===== config.mk =====
export PLATFORM = sky130hd
export DESIGN_NAME = duic_top
export DESIGN_NICKNAME = d
export VERILOG_FILES = /design/src/pkg/duic_pkg.sv /design/src/pkg/duic_chan_if.sv /design/src/hw/duic_gate.sv /design/src/hw/duic_top.sv
export SDC_FILE = /design/constraint.sdc
export NUM_CORES = 1
export LEC_CHECK = 0
export BUFFER_PORTS_ARGS = -buffer_cell sky130_fd_sc_hd__buf_2
export CAP_MARGIN = 20
export CORE_MARGIN = 5
export CORE_UTILIZATION = 42
export CTS_CLUSTER_SIZE = 28
export DETAILED_ROUTE_END_ITERATION = 10
export HOLD_SLACK_MARGIN = 0.05
export PLACE_DENSITY_LB_ADDON = 0.08
export RECOVER_POWER = 50
export SETUP_SLACK_MARGIN = 0.4
export SLEW_MARGIN = 0
export SYNTH_ARGS = -nofsm -noshare
export SYNTH_HDL_FRONTEND = slang
export SYNTH_SLANG_ARGS = --single-unit
export TNS_END_PERCENT = 5

===== constraint.sdc =====
create_clock -name clk -period 3 [get_ports clk]
set_input_delay 0.15 -clock clk [delete_from_list [all_inputs] [get_ports clk]]
set_output_delay 0.15 -clock clk [all_outputs]
set_load 0.1 [all_outputs]

===== src/pkg/duic_pkg.sv =====
// Constants for the two-port serial glue block: offsets, fields, resets.
// Assumes an 8-bit I/O slave port with byte offsets from the card base.
package duic_pkg;

  // ****************************************
  // Register offsets
  // ****************************************
  localparam logic [7:0] DUIC_OFF_CHAN_ENABLE   = 8'h05;
  localparam logic [7:0] DUIC_OFF_CHAN_STATUS   = 8'h07;
  localparam logic [7:0] DUIC_OFF_CHAN_POLARITY = 8'h2A;
  localparam logic [7:0] DUIC_OFF_A_DATA        = 8'hC0;
  localparam logic [7:0] DUIC_OFF_A_IRQ_ENABLE  = 8'hC4;
  localparam logic [7:0] DUIC_OFF_A_CLOCK_SEL   = 8'hDC;
  localparam logic [7:0] DUIC_OFF_B_DATA        = 8'hE0;
  localparam logic [7:0] DUIC_OFF_B_IRQ_ENABLE  = 8'hE4;
  localparam logic [7:0] DUIC_OFF_B_CLOCK_SEL   = 8'hFC;

  // ****************************************
  // Field positions and reset values
  // ****************************************
  localparam int         DUIC_SPEED_BIT       = 1;
  localparam int         DUIC_IER_WIDTH       = 4;
  localparam logic [1:0] DUIC_CHAN_EN_RESET   = 2'h0;
  localparam logic [1:0] DUIC_CHAN_POL_RESET  = 2'h0;
  localparam logic [3:0] DUIC_IER_RESET       = 4'h0;
  localparam logic       DUIC_SPEED_RESET     = 1'b0;

  // Reference clock rates in Hz
  localparam int DUIC_REF_LOW_HZ  = 1843200;
  localparam int DUIC_REF_HIGH_HZ = 14745600;

  // Source hold time for identification, and its count at 250 MHz
  localparam int DUIC_CLK_HZ      = 250000000;
  localparam int DUIC_HOLD_MS     = 20;
  localparam int DUIC_HOLD_CYCLES = DUIC_CLK_HZ / 1000 * DUIC_HOLD_MS;

endpackage : duic_pkg


===== src/pkg/duic_chan_if.sv =====
// Interface carrying one channel's gating controls and result.
// Assumes source and controls are in the clk domain.
`timescale 1ns/1ns
interface duic_chan_if;
  logic enable;
  logic polarity;
  logic source;
  logic gated;
  modport ctrl (output enable, output polarity, output source, input gated);
  modport gate (input enable, input polarity, input source, output gated);
endinterface : duic_chan_if


===== src/hw/duic_gate.sv =====
// One interrupt channel: polarity select then enable gate, registered.
// Assumes the source has already been synchronised to clk.
`timescale 1ns/1ns
module duic_gate (
  input  wire logic  clk,
  input  wire logic  rst_n,
  duic_chan_if.gate  ch
);
  import duic_pkg::*;

  wire logic selected;

  // Polarity 0 passes the inverted line, 1 passes it straight
  assign selected = ch.polarity ? ch.source : ~ch.source;  // see RULE9

  // Registered so the merged output is glitch free
  always_ff @(posedge clk) begin
    if (!rst_n) begin
      ch.gated <= 1'b0;
    end else begin
      ch.gated <= ch.enable & selected;  // see RULE8 see RULE18
    end
  end

endmodule : duic_gate


===== src/hw/duic_top.sv =====
// Two-port serial glue: interrupt gating/merge, speed select, UART window.
// Assumes a synchronous 8-bit I/O port on clk; UART cores sit outside.
//
// Behaviour
// RULE1 - Speed register bit 1 low selects the 1.8432 MHz UART reference.
// RULE2 - Writing 2 selects the 14.7456 MHz reference; each port own offset.
// RULE3 - Two sources: UART A interrupt feeds channel A, UART B feeds B.
// RULE4 - Merged host interrupt is level, active low; one pulse, one interrupt.
// RULE5 - Held low merged output keeps interrupting the host.
// RULE6 - Software sets channels to idle low and pulse high.
// RULE7 - Simultaneous channels assert the merged output once; equal priority.
// RULE8 - Enable bit 0 disables a channel, 1 enables it.
// RULE9 - Polarity 0 passes inverted UART interrupt, 1 passes it straight.
// RULE10 - Service code toggles polarity to end a held level.
// RULE11 - Service code reads all status, then services A, then B.
// RULE12 - A source should stay active about 20 ms for identification.
// RULE13 - Data offset read returns received byte, write loads transmit byte.
// RULE14 - UART interrupt enable holds four enables; bits 7 to 4 read zero.
// RULE15 - Both channel enables reset to 0.
// RULE16 - Status register shows gated channel levels.
// RULE17 - Polarity bits live in their own register.
// RULE18 - Gated channel is enable AND selected source; any high drives low.
// RULE19 - Only speed bit 1 matters; both ports reset to low speed.
`timescale 1ns/1ns
module duic_top (
  input  wire logic       clk,
  input  wire logic       rst_n,
  input  wire logic [7:0] io_addr,
  input  wire logic       io_rd,
  input  wire logic       io_wr,
  input  wire logic [7:0] io_wdata,
  output logic      [7:0] io_rdata,
  input  wire logic       uart_a_irq_source,
  input  wire logic       uart_b_irq_source,
  input  wire logic [7:0] uart_a_receive_buffer,
  input  wire logic [7:0] uart_b_receive_buffer,
  output logic      [7:0] uart_a_transmit_holding,
  output logic      [7:0] uart_b_transmit_holding,
  output logic            uart_a_tx_load,
  output logic            uart_b_tx_load,
  output logic            uart_a_rx_take,
  output logic            uart_b_rx_take,
  output logic      [3:0] uart_a_irq_enable,
  output logic      [3:0] uart_b_irq_enable,
  output logic            uart_a_high_speed,
  output logic            uart_b_high_speed,
  output logic            host_irq_n
);
  import duic_pkg::*;

  // ****************************************
  // Source synchronisers
  // ****************************************
  logic [1:0] src_meta;
  logic [1:0] src_sync;

  // Pins from the UARTs pass two flops; only src_sync is read beyond
  always_ff @(posedge clk) begin
    if (!rst_n) begin
      src_meta <= 2'h0;
      src_sync <= 2'h0;
    end else begin
      src_meta <= {uart_b_irq_source, uart_a_irq_source};  // see RULE3
      src_sync <= src_meta;
    end
  end

  // ****************************************
  // Register state
  // ****************************************
  logic [1:0] chan_enable;
  logic [1:0] chan_polarity;
  logic       chan_a_enable;
  logic       chan_b_enable;
  logic       chan_a_polarity;
  logic       chan_b_polarity;
  logic       gated_chan_a;
  logic       gated_chan_b;

  assign chan_a_enable   = chan_enable[0];
  assign chan_b_enable   = chan_enable[1];
  assign chan_a_polarity = chan_polarity[0];
  assign chan_b_polarity = chan_polarity[1];

  // ****************************************
  // Address decode
  // ****************************************
  wire logic hit_en   = (io_addr == DUIC_OFF_CHAN_ENABLE);
  wire logic hit_st   = (io_addr == DUIC_OFF_CHAN_STATUS);
  wire logic hit_pol  = (io_addr == DUIC_OFF_CHAN_POLARITY);
  wire logic hit_a_d  = (io_addr == DUIC_OFF_A_DATA);
  wire logic hit_a_ie = (io_addr == DUIC_OFF_A_IRQ_ENABLE);
  wire logic hit_a_cs = (io_addr == DUIC_OFF_A_CLOCK_SEL);
  wire logic hit_b_d  = (io_addr == DUIC_OFF_B_DATA);
  wire logic hit_b_ie = (io_addr == DUIC_OFF_B_IRQ_ENABLE);
  wire logic hit_b_cs = (io_addr == DUIC_OFF_B_CLOCK_SEL);

  // Register writes; controls reset disabled and low speed
  always_ff @(posedge clk) begin
    if (!rst_n) begin
      chan_enable       <= DUIC_CHAN_EN_RESET;   // see RULE15
      chan_polarity     <= DUIC_CHAN_POL_RESET;
      uart_a_irq_enable <= DUIC_IER_RESET;
      uart_b_irq_enable <= DUIC_IER_RESET;
      uart_a_high_speed <= DUIC_SPEED_RESET;     // see RULE19
      uart_b_high_speed <= DUIC_SPEED_RESET;
    end else if (io_wr) begin
      if (hit_en)   chan_enable       <= io_wdata[1:0];  // see RULE8
      if (hit_pol)  chan_polarity     <= io_wdata[1:0];  // see RULE17
      if (hit_a_ie) uart_a_irq_enable <= io_wdata[DUIC_IER_WIDTH-1:0];  // see RULE14
      if (hit_b_ie) uart_b_irq_enable <= io_wdata[DUIC_IER_WIDTH-1:0];
      if (hit_a_cs) uart_a_high_speed <= io_wdata[DUIC_SPEED_BIT];  // see RULE1 see RULE2
      if (hit_b_cs) uart_b_high_speed <= io_wdata[DUIC_SPEED_BIT];  // see RULE19
    end
  end

  // Transmit bytes held in flops toward the UARTs
  always_ff @(posedge clk) begin
    if (!rst_n) begin
      uart_a_transmit_holding <= 8'h00;
      uart_b_transmit_holding <= 8'h00;
    end else if (io_wr) begin
      if (hit_a_d) uart_a_transmit_holding <= io_wdata;  // see RULE13
      if (hit_b_d) uart_b_transmit_holding <= io_wdata;
    end
  end

  // Strobes to the UART cores, one cycle with the access
  assign uart_a_tx_load = io_wr & hit_a_d;
  assign uart_b_tx_load = io_wr & hit_b_d;
  assign uart_a_rx_take = io_rd & hit_a_d;  // see RULE13
  assign uart_b_rx_take = io_rd & hit_b_d;

  // ****************************************
  // Read mux
  // ****************************************
  logic [7:0] next_rdata;

  // Unmapped offsets read zero; narrow fields pad with zero
  always_comb begin
    next_rdata = 8'h00;
    if (hit_en)   next_rdata = {6'h00, chan_enable};
    if (hit_st)   next_rdata = {6'h00, gated_chan_b, gated_chan_a};  // see RULE16
    if (hit_pol)  next_rdata = {6'h00, chan_polarity};
    if (hit_a_d)  next_rdata = uart_a_receive_buffer;
    if (hit_b_d)  next_rdata = uart_b_receive_buffer;
    if (hit_a_ie) next_rdata = {4'h0, uart_a_irq_enable};  // see RULE14
    if (hit_b_ie) next_rdata = {4'h0, uart_b_irq_enable};
    if (hit_a_cs) next_rdata = {6'h00, uart_a_high_speed, 1'b0};
    if (hit_b_cs) next_rdata = {6'h00, uart_b_high_speed, 1'b0};
  end

  // Read data registered, valid the cycle after io_rd
  always_ff @(posedge clk) begin
    if (!rst_n) begin
      io_rdata <= 8'h00;
    end else if (io_rd) begin
      io_rdata <= next_rdata;
    end
  end

  // ****************************************
  // Channel gating and merge
  // ****************************************
  duic_chan_if chan_a_if ();
  duic_chan_if chan_b_if ();

  assign chan_a_if.enable   = chan_a_enable;
  assign chan_a_if.polarity = chan_a_polarity;
  assign chan_a_if.source   = src_sync[0];  // see RULE12 level passes as long as held
  assign chan_b_if.enable   = chan_b_enable;
  assign chan_b_if.polarity = chan_b_polarity;
  assign chan_b_if.source   = src_sync[1];
  assign gated_chan_a       = chan_a_if.gated;
  assign gated_chan_b       = chan_b_if.gated;

  duic_gate u_gate_a (
    .clk   (clk),
    .rst_n (rst_n),
    .ch    (chan_a_if)
  );

  duic_gate u_gate_b (
    .clk   (clk),
    .rst_n (rst_n),
    .ch    (chan_b_if)
  );

  // OR merge: coincident channels give one low level, no priority
  always_ff @(posedge clk) begin
    if (!rst_n) begin
      host_irq_n <= 1'b1;
    end else begin
      host_irq_n <= ~(gated_chan_a | gated_chan_b);  // see RULE4 see RULE5 see RULE7 see RULE18
    end
  end
endmodule : duic_top


### After elaboration in Yosys (flattened, before gate mapping)

Cells that the tools add are included.

| word-level totals | value |
|---|---|
| register bits | 45 |
| input bits | 38 |
| output and inout bits | 39 |
| logic and storage cells | 52 |

| operators by class | value |
|---|---|
| equality and inequality tests | 9 |
| mux-type cells | 11 |
| bitwise operators | 10 |
| reductions and logical operators | 8 |

Operator list:

| kind | count |
|---|---|
| 8-bit 2-to-1 mux | 8 |
| 8-bit == test, second input constant | 6 |
| 8-bit by 3-bit == test with 1-bit output, second input constant | 2 |
| 2-bit AND reduction | 8 |
| 8-bit by 6-bit == test with 1-bit output, second input constant | 1 |
| 1-bit bitwise AND | 6 |
| 1-bit NOT | 3 |
| 1-bit 2-to-1 mux | 2 |
| 2-bit 2-to-1 mux | 1 |
| 1-bit bitwise OR | 1 |

### Logic depth before layout (Yosys ltp)

| depth | value |
|---|---|
| word-level depth | 10 |
| depth in mapped cells | 8 |
| gate-level depth less buffers | 5 |

### Modules after synthesis

From an unflattened synthesis, not the netlist that was laid out.

| unflattened totals | value |
|---|---|
| cell total of the unflattened synthesis | 197 |
| area total of the unflattened synthesis | 2,019.4 um2 |

By module, submodules not included:

| module | times used | cells an instance | area an instance (um2) | seq. area each (um2) |
|---|---|---|---|---|
| duic_top | 1 | 191 | 1,949.4 | 860.8 |
| duic_gate | 2 | 3 | 35.0 | 20.0 |

### Least setup slack after synthesis

No wires, ideal clock.

| path | value |
|---|---|
| path kind | input-to-output |
| from | in io_addr[3] |
| to | out uart_b_rx_take |
| arrival time | 1.649 ns |
| required time | 2.850 ns |
| path slack | 1.201 ns |
| stages | 5 |
| buffers on the path | 2 |
| cells stage by stage | nor4_2 > and3_1 > buf_6 > buf_6 > and2_1 |

| between the ends | value |
|---|---|
| word-level cells in the longest chain between the ends | 2 |

Ends and longest elaborated chain:

| item | RTL line | RTL |
|---|---|---|
| start, declared | duic_top.sv:28 | `input wire logic [7:0] io_addr,` |
| 8-bit == test | duic_top.sv:94 | `wire logic hit_b_d = (io_addr == DUIC_OFF_B_DATA);` |
| 1-bit bitwise AND | duic_top.sv:132 | `assign uart_b_rx_take = io_rd & hit_b_d;` |
| end, declared | duic_top.sv:42 | `output logic uart_b_rx_take,` |

No other way between the ends.

### Worst setup path after layout

| path | value |
|---|---|
| from | in io_addr[2] |
| to | out uart_a_tx_load |

| between the ends | value |
|---|---|
| word-level cells in the longest chain between the ends | 2 |

Ends and longest elaborated chain:

| item | RTL line | RTL |
|---|---|---|
| 8-bit == test | duic_top.sv:91 | `wire logic hit_a_d = (io_addr == DUIC_OFF_A_DATA);` |
| 1-bit bitwise AND | duic_top.sv:129 | `assign uart_a_tx_load = io_wr & hit_a_d;` |
| end, declared | duic_top.sv:39 | `output logic uart_a_tx_load,` |

No other way between the ends.

==> flow_metrics.py <==
metrics = {
    "status": {
        "status": "finished with violations",
        "violations": "max-capacitance violations, max-slew violations",
    },
    "sta": {
        "worst_pin_slew_ns": 1.587,
        "slew_headroom": -0.05806,
        "layout_min_cycle_time_ns": 1.920,
        "grt_setup_unrepaired": "no",
        "fin_tns_setup_ns": 0,
        "drv_slew": 47,
        "fmaxAchievable_ghz": 0.5209,
        "hold_viol": 0,
        "clock_skew_ns": 0.002995,
        "whs_ns": 0.1184,
        "setup_viol": 0,
        "final.period_utilization": 0.6399,
    },
    "finish": {
        "drive_gt1_frac": 0.2186,
        "antenna_cells": 0,
        "area_growth_syn_to_layout_pct": 19.91,
        "nets": 348,
    },
    "drt": {
        "ant_nets": 0,
        "totalWireLength_um": 5817,
        "wl_per_cell_um": 15.27,
        "vias": 1941,
        "avgViaCountPerCell": 5.094,
        "drc": 0,
        "dr.pass1.iters": 5,
        "drt_iter0_markers": 106,
    },
    "synthesis": {
        "synth.largest_area_cell": "dfxtp_1",
        "ys_top_cells_by_area": "dfxtp_1 (41%), mux2i_1 (6.9%), a21boi_1 (5.5%)",
        "synth_seq_cells": 45,
        "syn_area_per_cell_um2": 9.113,
        "synth_edf_count": 0,
        "ys_dominant_reg_cell": "dfxtp_1",
        "async_flop_share": 0,
        "syn_nets": 278,
        "yosys.cell_types.count": 48,
        "yosysWarnings": 0,
        "synth_top_area_frac": 0.4119,
        "syn_area_um2": 2187,
        "ys_seq_area_frac": 0.4119,
        "syn_inst": 240,
    },
    "die": {
        "fp.dieW_um": 82.16,
        "die_area_um2": 6750,
        "die_h_um": 82.16,
        "ioPinCount": 77,
        "start_util": 0.4310,
        "rows": 26,
        "core-area_um2": 5075,
    },
    "clocking": {
        "cts_root_buf": "clkbuf_8",
        "cts_tree": "built",
        "cts_htree_levels": 2,
        "cts_setup_buffers": 0,
        "clockBufferDepth": 2,
        "cts_buffers": 5,
        "cts_sinks": 45,
        "clk_pin_slew_worst_paths_ns": 0.08,
        "clk_latency_ns": 0.29,
    },
    "pwr": {
        "finalPower_w": 0.001064,
        "power_density_nw_per_um2": 405.9,
        "p_leak_nw": 1.058,
        "vdd_ir_drop_max_mv": 0.2190,
    },
    "critical_path": {
        "critPathKind": "input pin to output pin",
        "required_ns": 2.85,
        "worstSetupStartpointType": "input pin",
        "end_kind": "output pin",
        "cp_max_fo": 12,
        "crit_arrival_ns": 1.77,
    },
    "placed_design": {
        "portBuffers": 76,
        "dpl.hpwl_um": 4241,
        "gp_congestion": 0.8732,
    },
    "grt": {
        "gr-total-overflow": 0,
        "grt_usage": 0.1788,
        "grt_first_pass_wirelength_um": 9135,
        "grt_pass1_vias": 1784,
        "antenna_found_initial": 0,
        "grt_max_degree": 47,
    },
    "worst_hold_path": {
        "worstHoldPathType": "input pin to flip-flop",
    },
    "flow_run": {
        "max_cap_viol_count": 1,
    },
}
cell type report:
class / instances / area [µm²]
repair buffers: 80 / 382.9
clock buffers: 7 / 76.32
flip-flops and latches: 45 / 900.9
clock inverters: 1 / 7.507
inverters: 11 / 41.29
well taps: 70 / 87.58
multi-input cells: 167 / 1126
fillers: 520 / 2452
metal layers:
layer | track usage | share of wire
met1 | 0.2714 | 0.50
met2 | 0.2439 | 0.41
met3 | 0.04230 | 0.073
met4 | 0.05980 | 0.013
met5 | 0 | 0
timing repair:
item	4_1_cts	5_1_grt
endpoints found under the setup margin	0	0
resized for setup	0	0
endpoints found under the hold margin	1	1
hold buffers	1	1
report_power, final:
| part | internal (W) | total (W) | leakage (nW) | switching [W] |
|---|---|---|---|---|
| registers | 0.000600 | 0.000601 | 0.363 | 0.00000135 |
| clock network | 0.000165 | 0.000366 | 0.0385 | 0.000201 |
| logic | 0.0000401 | 0.0000974 | 0.656 | 0.0000573 |
worst paths after layout:
kind              depth (start not counted)                         end  slack [ns]            from
setup / recovery                          6              uart_a_tx_load        1.08      io_addr[2]
hold / removal                            3  uart_b_transmit_holding[4]        0.12     io_wdata[4]
setup reg to reg                          5                 io_rdata[1]        1.57  chan_enable[1]
hold reg to reg                           1                 src_sync[0]        0.44     src_meta[0]
cells in the final DEF (no fill, tap or decap), drive strengths merged, types with 2 or more instances in the layout:
cell type and count:
nor2b 16, mux2i 15, buf 52, nor2 7, a22o 2, a22oi 5, inv 11, o21ai 2
o22ai 7, mux2 2, xnor2 2, nand2 25, a21boi 16, clkbuf 33, nand3 20, dfxtp 45
a21oi 2, and3 5, o21a 3, dlygate4sd3 2, o2111ai 2, a31oi 2, and4bb 3, and2 12
nor3 3
Yosys cell counts, types with 2 or more instances:
| library cell | instances |
|---|---|
| and2_1 | 12 |
| nand3_1 | 20 |
| mux2i_1 | 15 |
| o21a_1 | 3 |
| a21boi_1 | 16 |
| o22ai_1 | 7 |
| a22oi_1 | 5 |
| nor2b_1 | 16 |
| xnor2_1 | 2 |
| nor3_1 | 3 |
| buf_6 | 5 |
| inv_1 | 11 |
| a21oi_1 | 2 |
| and3_1 | 4 |
| o2111ai_1 | 2 |
| buf_2 | 2 |
| dfxtp_1 | 45 |
| mux2_2 | 2 |
| and4bb_2 | 2 |
| nor2_1 | 7 |
| a22o_1 | 2 |
| clkbuf_1 | 8 |
| nand2_1 | 23 |
| a31oi_1 | 2 |
metrics by stage:
stage                       util  std cells  instance area, µm²  setup WS, ns
after floorplan                -        240                2187         1.201
after global placement    0.5027        371                2551         1.088
after detailed placement  0.5027        371                2551         1.073
after CTS                 0.5212        380                2645         1.065
after global routing      0.5168        381                2623        0.8935
final                     0.5168        381                2623         1.080
worst max-delay path, stage by stage:
cell     delay [ns]
buf_2          0.17
nor4_2         0.37
and3_1         0.38
nand2_2        0.18
inv_1          0.09
buf_2          0.42
registers in the layout (all words and copies together), names as in the netlist:
signal                   flops
src_meta                     2
chan_polarity                2
chan_enable                  2
src_sync                     2
uart_b_high_speed            1
uart_b_irq_enable            4
io_rdata                     8
uart_a_transmit_holding      8
u_gate_b.ch.gated            1
uart_b_transmit_holding      8
uart_a_irq_enable            4
u_gate_a.ch.gated            1
uart_a_high_speed            1
host_irq_n                   1
cell families after synthesis:
kind of cell | share of synthesized area
AOI/OAI and AO/OA | 0.1493
and+or+nand+nor | 0.2786
DFF | 0.4119
muxes | 0.07894
buffers and inverters | 0.07322
xor gates and xnor gates | 0.008011
Note: power is estimated with default switching activity, not from simulation.
